==> src/event_timer_defs.svh <==
`ifndef EVENT_TIMER_DEFS_SVH
`define EVENT_TIMER_DEFS_SVH
// ==========================================
// register byte offsets
`define OFF_COUNT      12'h000
`define OFF_CMP_A      12'h004
`define OFF_CMP_B      12'h008
`define OFF_CTRL0      12'h00c
`define OFF_FLAGS      12'h010
`define OFF_CTRL1      12'h014
// ==========================================
// reset values
`define RST_COUNT      8'h00
`define RST_CMP        8'hff
`define RST_CTRL0      8'h00
`define RST_FLAGS      8'h00
`define RST_CTRL1      8'h00
// ==========================================
// fields of control zero
`define C0_IEB         7
`define C0_IEA         6
`define C0_IEO         5
`define C0_CLR_HI      4
`define C0_CLR_LO      3
// ==========================================
// fields of flags/output register
`define FL_MB          7
`define FL_MA          6
`define FL_OV          5
`define FL_RSV_ONE     8'h10
// ==========================================
// fields of control one
`define C1_EDGE_HI     4
`define C1_EDGE_LO     3
`define C1_TRIGGER_START_ENABLE        2
`define C1_RSV_ONES    8'he0
// ==========================================
// prescaler span: longest divide is 128
`define PRE_WIDTH      7
`endif

==> src/event_timer_pkg.sv <==
package event_timer_pkg;
  typedef logic [7:0] byte_t;
  typedef enum logic [3:0] {
    RUN_IDLE  = 4'b0001,
    RUN_COUNT = 4'b0010,
    RUN_HALT  = 4'b0100,
    RUN_WAIT  = 4'b1000
  } run_state_t;
endpackage

==> src/event_timer_compare.sv <==
`timescale 1ns/10ps
`default_nettype none
`include "event_timer_defs.svh"

// Operation
// - count register is eight-bit up-counter advancing on each selected clock edge
// - cpu may read or write count anytime; write replaces count
// - count overflow sets overflow flag
// - count register resets to zero
// - two eight-bit compare registers a and b reset to all ones
// - compare a equal to count sets match flag a
// - compare b equal to count sets match flag b
// - compare a suppressed while compare a is being written
// - match flag a requests interrupt when enable bit 6 set
// - match flag b requests interrupt when enable bit 7 set
// - overflow flag requests interrupt when enable bit 5 set
// - clear field 00 none, 01 match a, 10 match b
// - clear field 11 clears on rising edge of clear pin
// - trigger enable set makes counter halt when cleared
// - internal clocks divide 4 to 128, chosen with extra select bit
// - select 000 or 100 stops counting
// - external clock rising 101, falling 110, both 111
// - trigger pin edge may start counting, rising, falling or both
// - output pin driven by matches per four output-select bits
// - per-match action 00 hold, 01 low, 10 high, 11 toggle
// - output pin is zero after reset until first match
// - flag clears only after reading one then writing zero
// - trigger enable starts on trigger edge, halts on match clear
module event_timer_compare
(
  input  wire logic              clk_sys,
  input  wire logic              resetn,
  input  wire logic              psel,
  input  wire logic              penable,
  input  wire logic              pwrite,
  input  wire logic [11:0]       paddr,
  input  wire logic [31:0]       pwdata,
  output logic      [31:0]       prdata,
  output logic                   pready,
  output logic                   pslverr,
  input  wire logic              ext_clock_pin,
  input  wire logic              ext_clear_pin,
  input  wire logic              start_trigger_pin,
  output logic                   wave_out_pin,
  output logic                   irq_request
);
  import event_timer_pkg::*;

  // ==========================================
  // bus decode
  logic       wr_acc;
  logic       rd_acc;
  logic       addr_ok;
  byte_t      wbyte;

  assign wr_acc  = psel & penable & pwrite;
  // reads captured at setup so data and seen mask agree
  assign rd_acc  = psel & ~penable & ~pwrite;
  assign wbyte   = pwdata[7:0];
  assign pready  = 1'b1;
  assign addr_ok = (paddr == `OFF_COUNT) || (paddr == `OFF_CMP_A) ||
                   (paddr == `OFF_CMP_B) || (paddr == `OFF_CTRL0) ||
                   (paddr == `OFF_FLAGS) || (paddr == `OFF_CTRL1);
  assign pslverr = psel & penable & ~addr_ok;

  // ==========================================
  // registers
  byte_t      count_value;
  byte_t      compare_value_a;
  byte_t      compare_value_b;
  byte_t      timer_control_zero;
  byte_t      timer_control_one;
  logic [3:0] out_sel;
  logic       overflow_flag;
  logic       match_a_flag;
  logic       match_b_flag;
  logic [2:0] flag_seen;

  logic [1:0] clear_sel;
  logic [2:0] clk_sel;
  logic       internal_clock_extra_select;
  logic [1:0] trig_edge;
  logic       trigger_start_enable;

  assign clear_sel = timer_control_zero[`C0_CLR_HI:`C0_CLR_LO];
  assign clk_sel   = timer_control_zero[2:0];
  assign internal_clock_extra_select = timer_control_one[0];
  assign trig_edge = timer_control_one[`C1_EDGE_HI:`C1_EDGE_LO];
  assign trigger_start_enable = timer_control_one[`C1_TRIGGER_START_ENABLE];

  function automatic logic sel_wr(input logic [11:0] off);
    sel_wr = wr_acc && (paddr == off);
  endfunction

  // ==========================================
  // pin synchronisers, three stages
  logic [2:0] eck_s;
  logic [2:0] ecl_s;
  logic [2:0] trg_s;
  logic       eck_l;
  logic       ecl_l;
  logic       trg_l;

  always_ff @(posedge clk_sys or negedge resetn)
  begin
    if (!resetn)
    begin
      eck_s <= 3'h0;
      ecl_s <= 3'h0;
      trg_s <= 3'h0;
    end
    else
    begin
      eck_s <= {eck_s[1:0], ext_clock_pin};
      ecl_s <= {ecl_s[1:0], ext_clear_pin};
      trg_s <= {trg_s[1:0], start_trigger_pin};
    end
  end

  // a change counts once stages two and three agree
  always_ff @(posedge clk_sys or negedge resetn)
  begin
    if (!resetn)
    begin
      eck_l <= 1'b0;
      ecl_l <= 1'b0;
      trg_l <= 1'b0;
    end
    else
    begin
      if (eck_s[1] == eck_s[2]) eck_l <= eck_s[2];
      if (ecl_s[1] == ecl_s[2]) ecl_l <= ecl_s[2];
      if (trg_s[1] == trg_s[2]) trg_l <= trg_s[2];
    end
  end

  logic eck_rise;
  logic eck_fall;
  logic ecl_rise;
  logic trg_rise;
  logic trg_fall;

  assign eck_rise = (eck_s[1] == eck_s[2]) & eck_s[2] & ~eck_l;
  assign eck_fall = (eck_s[1] == eck_s[2]) & ~eck_s[2] & eck_l;
  assign ecl_rise = (ecl_s[1] == ecl_s[2]) & ecl_s[2] & ~ecl_l;
  assign trg_rise = (trg_s[1] == trg_s[2]) & trg_s[2] & ~trg_l;
  assign trg_fall = (trg_s[1] == trg_s[2]) & ~trg_s[2] & trg_l;

  // ==========================================
  // prescaler and clock select
  logic [`PRE_WIDTH-1:0] pre_cnt;
  logic [`PRE_WIDTH-1:0] pre_prev;
  logic                  tick;
  logic [2:0]            div_bit;

  always_ff @(posedge clk_sys or negedge resetn)
  begin
    if (!resetn)
      pre_cnt <= '0;
    else
      pre_cnt <= pre_cnt + 1'b1;
  end

  assign pre_prev = pre_cnt - 1'b1;

  // divide by 2^(2*sel+extra): 2*sel-1+extra is bit index of falling prescaler stage
  always_comb
  begin
    div_bit = {clk_sel[1:0], 1'b0} - 3'h1 + {2'h0, internal_clock_extra_select};
    tick    = 1'b0;
    unique case (clk_sel)
      3'b001, 3'b010, 3'b011:
        tick = pre_prev[div_bit] & ~pre_cnt[div_bit];
      3'b101:  tick = eck_rise;
      3'b110:  tick = eck_fall;
      3'b111:  tick = eck_rise | eck_fall;
      3'b000, 3'b100: tick = 1'b0;
    endcase
  end

  // ==========================================
  // compare and clear
  logic match_a;
  logic match_b;
  logic clr_ev;
  logic trig_ev;
  logic write_a_now;
  logic eq_a;
  logic eq_b;
  logic eq_a_q;
  logic eq_b_q;

  assign write_a_now = psel & pwrite & (paddr == `OFF_CMP_A);
  assign eq_a    = (count_value == compare_value_a) & ~write_a_now;
  assign eq_b    = (count_value == compare_value_b);
  // one match per arrival: a stopped count must not toggle every cycle
  assign match_a = eq_a & ~eq_a_q;
  assign match_b = eq_b & ~eq_b_q;

  always_ff @(posedge clk_sys or negedge resetn)
  begin
    if (!resetn)
    begin
      eq_a_q <= 1'b0;
      eq_b_q <= 1'b0;
    end
    else
    begin
      eq_a_q <= eq_a;
      eq_b_q <= eq_b;
    end
  end

  always_comb
  begin
    unique case (clear_sel)
      2'b01:   clr_ev = match_a;
      2'b10:   clr_ev = match_b;
      2'b11:   clr_ev = ecl_rise;
      2'b00:   clr_ev = 1'b0;
    endcase
  end

  assign trig_ev = (trig_edge[0] & trg_rise) | (trig_edge[1] & trg_fall);

  // ==========================================
  // run control
  run_state_t run_state;
  run_state_t next_run_state;
  logic       running;

  always_comb
  begin
    next_run_state = run_state;
    unique case (run_state)
      RUN_IDLE:
        next_run_state = trigger_start_enable ? RUN_WAIT : RUN_COUNT;
      RUN_COUNT:
        if (trigger_start_enable && clr_ev && clear_sel != 2'b00)
          next_run_state = RUN_HALT;
      RUN_HALT, RUN_WAIT:
        if (!trigger_start_enable)
          next_run_state = RUN_COUNT;
        else if (trig_ev)
          next_run_state = RUN_COUNT;
      default: next_run_state = RUN_IDLE;
    endcase
  end

  always_ff @(posedge clk_sys or negedge resetn)
  begin
    if (!resetn)
      run_state <= RUN_IDLE;
    else
      run_state <= next_run_state;
  end

  assign running = (run_state == RUN_COUNT);

  // ==========================================
  // counter
  always_ff @(posedge clk_sys or negedge resetn)
  begin
    if (!resetn)
      count_value <= `RST_COUNT;
    else if (sel_wr(`OFF_COUNT))
      count_value <= wbyte;
    else if (clr_ev)
      count_value <= 8'h00;
    else if (tick && running)
      count_value <= count_value + 8'h01;
  end

  // ==========================================
  // compare and control registers
  always_ff @(posedge clk_sys or negedge resetn)
  begin
    if (!resetn)
    begin
      compare_value_a    <= `RST_CMP;
      compare_value_b    <= `RST_CMP;
      timer_control_zero <= `RST_CTRL0;
      timer_control_one  <= `RST_CTRL1;
      out_sel            <= 4'h0;
    end
    else
    begin
      if (sel_wr(`OFF_CMP_A)) compare_value_a <= wbyte;
      if (sel_wr(`OFF_CMP_B)) compare_value_b <= wbyte;
      if (sel_wr(`OFF_CTRL0)) timer_control_zero <= wbyte;
      if (sel_wr(`OFF_CTRL1)) timer_control_one <= {3'h0, wbyte[4:0]};
      if (sel_wr(`OFF_FLAGS)) out_sel <= wbyte[3:0];
    end
  end

  // ==========================================
  // flags: set wins over clear
  logic ov_ev;
  logic [2:0] next_flags;
  logic [2:0] cur_flags;

  assign ov_ev     = tick & running & (count_value == 8'hff) &
                     ~sel_wr(`OFF_COUNT) & ~clr_ev;
  assign cur_flags = {match_b_flag, match_a_flag, overflow_flag};

  always_comb
  begin
    next_flags = cur_flags;
    if (sel_wr(`OFF_FLAGS))
      next_flags = cur_flags & ~(flag_seen & ~wbyte[7:5]);
    if (ov_ev) next_flags[0] = 1'b1;
    if (match_a) next_flags[1] = 1'b1;
    if (match_b) next_flags[2] = 1'b1;
  end

  always_ff @(posedge clk_sys or negedge resetn)
  begin
    if (!resetn)
    begin
      {match_b_flag, match_a_flag, overflow_flag} <= 3'h0;
      flag_seen <= 3'h0;
    end
    else
    begin
      {match_b_flag, match_a_flag, overflow_flag} <= next_flags;
      if (rd_acc && paddr == `OFF_FLAGS)
        flag_seen <= cur_flags;
      else if (sel_wr(`OFF_FLAGS))
        flag_seen <= 3'h0;
    end
  end

  // ==========================================
  // waveform output
  function automatic logic out_act(input logic [1:0] act, input logic cur);
    unique case (act)
      2'b01:   out_act = 1'b0;
      2'b10:   out_act = 1'b1;
      2'b11:   out_act = ~cur;
      2'b00:   out_act = cur;
    endcase
  endfunction

  always_ff @(posedge clk_sys or negedge resetn)
  begin
    if (!resetn)
      wave_out_pin <= 1'b0;
    else
      wave_out_pin <= match_b ? out_act(out_sel[3:2],
                        match_a ? out_act(out_sel[1:0], wave_out_pin)
                                : wave_out_pin)
                    : (match_a ? out_act(out_sel[1:0], wave_out_pin)
                               : wave_out_pin);
  end

  // ==========================================
  // interrupt request and read data
  // enables a, b and overflow
  assign irq_request = (match_a_flag & timer_control_zero[`C0_IEA]) |
                       (match_b_flag & timer_control_zero[`C0_IEB]) |
                       (overflow_flag & timer_control_zero[`C0_IEO]);

  byte_t rd_byte;
  always_comb
  begin
    unique case (paddr)
      `OFF_COUNT: rd_byte = count_value;
      `OFF_CMP_A: rd_byte = compare_value_a;
      `OFF_CMP_B: rd_byte = compare_value_b;
      `OFF_CTRL0: rd_byte = timer_control_zero;
      `OFF_FLAGS: rd_byte = {cur_flags, 1'b0, out_sel} | `FL_RSV_ONE;
      `OFF_CTRL1: rd_byte = timer_control_one | `C1_RSV_ONES;
      default:    rd_byte = 8'h00;
    endcase
  end

  always_ff @(posedge clk_sys or negedge resetn)
  begin
    if (!resetn)
      prdata <= 32'h0000_0000;
    else if (rd_acc)
      prdata <= {24'h00_0000, rd_byte};
  end

  // ==========================================
  // checks
  property p_cnt_reset;
    @(posedge clk_sys) $rose(resetn) |-> count_value == 8'h00;
  endproperty
  a_cnt_reset: assert property (p_cnt_reset) else $error("count not zero");

  property p_cnt_write;
    @(posedge clk_sys) disable iff (!resetn)
      (wr_acc && paddr == `OFF_COUNT) |=> count_value == $past(wbyte);
  endproperty
  a_cnt_write: assert property (p_cnt_write) else $error("count write lost");

  property p_ovf_set;
    @(posedge clk_sys) disable iff (!resetn) ov_ev |=> overflow_flag;
  endproperty
  a_ovf_set: assert property (p_ovf_set) else $error("overflow not set");

  property p_match_a;
    @(posedge clk_sys) disable iff (!resetn) match_a |=> match_a_flag;
  endproperty
  a_match_a: assert property (p_match_a) else $error("match a lost");

  property p_match_b;
    @(posedge clk_sys) disable iff (!resetn) match_b |=> match_b_flag;
  endproperty
  a_match_b: assert property (p_match_b) else $error("match b lost");

  property p_irq;
    @(posedge clk_sys) disable iff (!resetn)
      (match_a_flag && timer_control_zero[`C0_IEA]) |-> irq_request;
  endproperty
  a_irq: assert property (p_irq) else $error("irq a missing");

  property p_stop;
    @(posedge clk_sys) disable iff (!resetn)
      (clk_sel[1:0] == 2'b00 && !(wr_acc && paddr == `OFF_COUNT) && !clr_ev)
        |=> $stable(count_value);
  endproperty
  a_stop: assert property (p_stop) else $error("counted while stopped");

  property p_flag_hold;
    @(posedge clk_sys) disable iff (!resetn)
      (overflow_flag && !(wr_acc && paddr == `OFF_FLAGS)) |=> overflow_flag;
  endproperty
  a_flag_hold: assert property (p_flag_hold) else $error("flag lost");
endmodule
`default_nettype wire

==> config.mk <==
export PLATFORM = sky130hd
export DESIGN_NAME = event_timer_compare
export DESIGN_NICKNAME = d
export VERILOG_FILES = /design/src/event_timer_pkg.sv /design/src/event_timer_compare.sv
export VERILOG_INCLUDE_DIRS = /design/src
export SDC_FILE = /design/constraint.sdc
export NUM_CORES = 1
export LEC_CHECK = 0
export ABC_AREA = 1
export BUFFER_PORTS_ARGS = -buffer_cell sky130_fd_sc_hd__buf_4
export CAP_MARGIN = 25
export CORE_MARGIN = 1.5
export CORE_UTILIZATION = 55
export DETAILED_ROUTE_END_ITERATION = 8
export PLACE_DENSITY_LB_ADDON = 0.15
export SETUP_SLACK_MARGIN = 0.05
export SKIP_CTS_REPAIR_TIMING = 1
export SLEW_MARGIN = 10
export SYNTH_ARGS = -nofsm -noshare
export SYNTH_HDL_FRONTEND = slang
export SYNTH_SLANG_ARGS = --single-unit
export TNS_END_PERCENT = 1
==> constraint.sdc <==
create_clock -name clk_sys -period 4.05 [get_ports clk_sys]
set_clock_uncertainty 0.1 [all_clocks]
set_input_delay 0.6075 -clock clk_sys [delete_from_list [all_inputs] [get_ports clk_sys]]
set_output_delay 0.6075 -clock clk_sys [all_outputs]
set_load 0.02 [all_outputs]
==> impl_metrics.py <==
metrics = {
    "routing": {
        "via_per_inst": 5.329,
        "vias": 3970,
        "wire_per_inst_um": 14.54,
        "dr.pass1.iters": 5,
        "drt_iter0_markers": 253,
        "ant_nets": 0,
        "routed_wl_um": 10830,
        "drcViolationCount": 0,
    },
    "layout": {
        "drive_gt1_share_pct": 15.00,
        "most-common-layout-cells": "nand2_1, inv_1, o21ai_0",
        "syn_to_final_growth_pct": 11.39,
        "nets": 696,
        "n_antenna_cell": 0,
        "fill_cells": 742,
        "final_cells": 745,
        "final_common_cell": "nand2_1",
    },
    "sta": {
        "tns_ps": 0,
        "relSlewSlack_pct": 50.92,
        "rsz0062_at_grt": "false",
        "tightest_slew_ps": 732.3,
        "setup_viol_count_final": 0,
        "fin_crit_sh_pct": 68.52,
        "max_freq_mhz": 360.4,
        "final_hold_viol_count": 0,
        "period_needed_ps": 2775,
        "slew_violations": 0,
        "fin_ws_ps": 1275,
    },
    "grt": {
        "antenna_found_initial": 0,
        "grt_pass1_vias": 3718,
        "gr-total-overflow": 0,
        "grt_pass1_wl_um": 18080,
        "grt_max_degree": 82,
        "grt_use_total_pct": 26.87,
    },
    "pwr": {
        "total_power_uw": 1720,
        "power_density_mw_per_mm2": 334.6,
        "seq_power_share_pct": 49.7,
        "ir_drop_uv": 272.9,
        "swShare_pct": 26.84,
        "intPower_uw": 1258,
        "switchingPower_uw": 461.6,
        "combPwrFrac_pct": 10.7,
        "clock_power_share_pct": 39.6,
        "power_leakage_uw": 0.002563,
    },
    "critical_path": {
        "cp_max_fo": 11,
        "crit_buf_inv": 4,
        "cp_slowest_cell": "nor3_1",
        "crit_type": "input port to output pin",
        "start_kind": "input port",
        "critPathTopFamily": "simple AND/OR/NAND/NOR gates",
        "crit_path_end_kind": "output pin",
        "crit_arrival_ps": 2070,
        "slowest_delay_ps": 220,
        "critical_path.cell_chain": "buf_4 > nor2_1 > nand2_1 > inv_1 > nand3_2 > inv_1 > nor3_1 > nand4_1 > nor3_1 > buf_4",
        "required_ps": 3340,
    },
    "synth": {
        "ys_types": 39,
        "async_reset_ff_share_pct": 100.0,
        "synth_top_area_cell": "dfrtp_1",
        "ys_seq_area_share_pct": 44.40,
        "syn-cell-area_mm2": 0.004613,
        "syn_inst": 595,
        "synth_top_area_share_pct": 34.72,
        "synth_edf_count": 0,
        "synth_flop_cell": "dfrtp_1",
        "avgSynthCellArea_um2": 7.753,
        "synthTopCellsByArea": "dfrtp_1, nand2_1, dfstp_2",
        "ys_ff_latch": 81,
        "yosys_warnings": 0,
    },
    "clock_network": {
        "h-tree-depth": 3,
        "cts_buffers": 9,
        "cts_tree": "yes",
        "cts_buffer_depth": 2,
        "clock_sinks": 81,
        "clk_latency_ps": 370,
        "clk_pin_slew_ps": 90,
        "cts_root_buf": "clkbuf_8",
    },
    "placement": {
        "post-place-cells": 728,
        "dpl_worst_slack_ps": 1336,
        "place.gp.congestion": 0.9144,
        "port_buffers": 38,
        "post-dp-hpwl_um": 8011,
    },
    "floorplanning": {
        "start_util_pct": 56.43,
        "dieArea_mm2": 0.008946,
        "die_y_um": 94.59,
        "io_pins": 88,
        "core_area_mm2": 0.008175,
        "placementRows": 33,
        "fp.dieW_um": 94.59,
    },
    "worst_hold_path": {
        "holdCritPathClass": "input port to asynchronous set/reset pin",
    },
    "job": {
        "maxCapViolCount": 0,
    },
    "outcome": {
        "status": "complete, no violations",
    },
}
==> state kept, by name (all words and copies together) (netlist names), 4 cells and up <==
register,flops
pre_cnt,7
out_sel,4
compare_value_a,8
prdata,8
timer_control_one,5
count_value,8
compare_value_b,8
run_state,4
timer_control_zero,8
==> worst reg2reg max path: cells and delay by family, from the launching register on <==
family,cells,cell delay [ps]
and+or+nand+nor,9,850
DFF,1,410
adders and majority gates,1,300
AOI/OAI and AO/OA,1,170
buffers and inverters,1,160
==> through the flow <==
stage          util [%]  hold WS [ps]  cell area (um^2)
2_1_floorplan         -         211.9              4700
3_3_place_gp      59.76         237.1              4886
3_5_place_dp      59.76         237.9              4886
4_1_cts           62.52         228.4              5111
5_1_grt           62.86         96.44              5139
6_report          62.86         81.51              5139
==> layer usage <==
metal	vias up	GRT usage, %	part of all wire (%)
met5	-	0	0
met4	0	11.07	2.8
met3	27	4.428	5.9
met2	141	40.95	45
met1	1850	38.10	46
li1	1952	-	-
==> cell usage after synthesis, drive strengths merged, types with 2 or more instances <==
| master | instances |
|---|---|
| a2bb2oi | 2 |
| a21oi | 8 |
| xnor2 | 7 |
| buf | 32 |
| conb | 2 |
| xor2 | 11 |
| nand2 | 180 |
| inv | 82 |
| o21ai | 73 |
| clkbuf | 2 |
| nand3 | 24 |
| o22ai | 4 |
| dfstp | 17 |
| ha | 9 |
| nor3 | 11 |
| nand3b | 2 |
| nor2 | 34 |
| o2111ai | 2 |
| dfrtp | 64 |
| nand4 | 23 |
==> worst paths after layout <==
kind / startpoint / endpoint / slack (ps) / depth (start not counted)
setup / recovery: paddr[11] / pslverr / 1280 / 10
hold / removal: resetn / trg_s[1] / 80 / 1
setup reg to reg: timer_control_one[0] / count_value[6] / 1940 / 12
hold reg to reg: trg_s[0] / trg_s[1] / 250 / 0
max in group asynchronous: resetn / compare_value_a[6] / 3100 / 2
min in group clk_sys: ext_clock_pin / eck_s[0] / 240 / 1
==> power by group through the flow <==
stage                     Clock (uW)  Sequential [uW]  Combinational, uW
after detailed placement           0              871                180
after floorplan                    0              874                113
final                            681              855                184
after global routing             726              860                207
after CTS                        691              856                181
after global placement             0              869                175
==> layout make-up <==
type	count	area [um^2]	area share, %
Timing Repair Buffer	40	320.3	6.233
Clock buffer	9	123.9	2.411
Inverter	82	312.8	6.087
Multi-Input combinational cell	421	2101	40.88
Tap cell	105	131.4	2.557
Clock inverter	7	101.3	1.972
Sequential cell	81	2048	39.86
==> cell families (layout without fill, tap and decap cells) <==
kind of cell | after synthesis | in the layout | share of synthesized area, %
AND/OR/NAND/NOR | 277 | 277 | 27.04
buffers and inverters | 116 | 138 | 11.93
other | 2 | 25 | 0.1628
adder cells (fa/ha/maj) | 9 | 9 | 2.441
flip-flops | 81 | 81 | 44.40
AO/OA/AOI/OAI | 92 | 92 | 10.61
XOR/XNOR | 18 | 18 | 3.417
No activity file was read; power rests on OpenSTA's default activity.
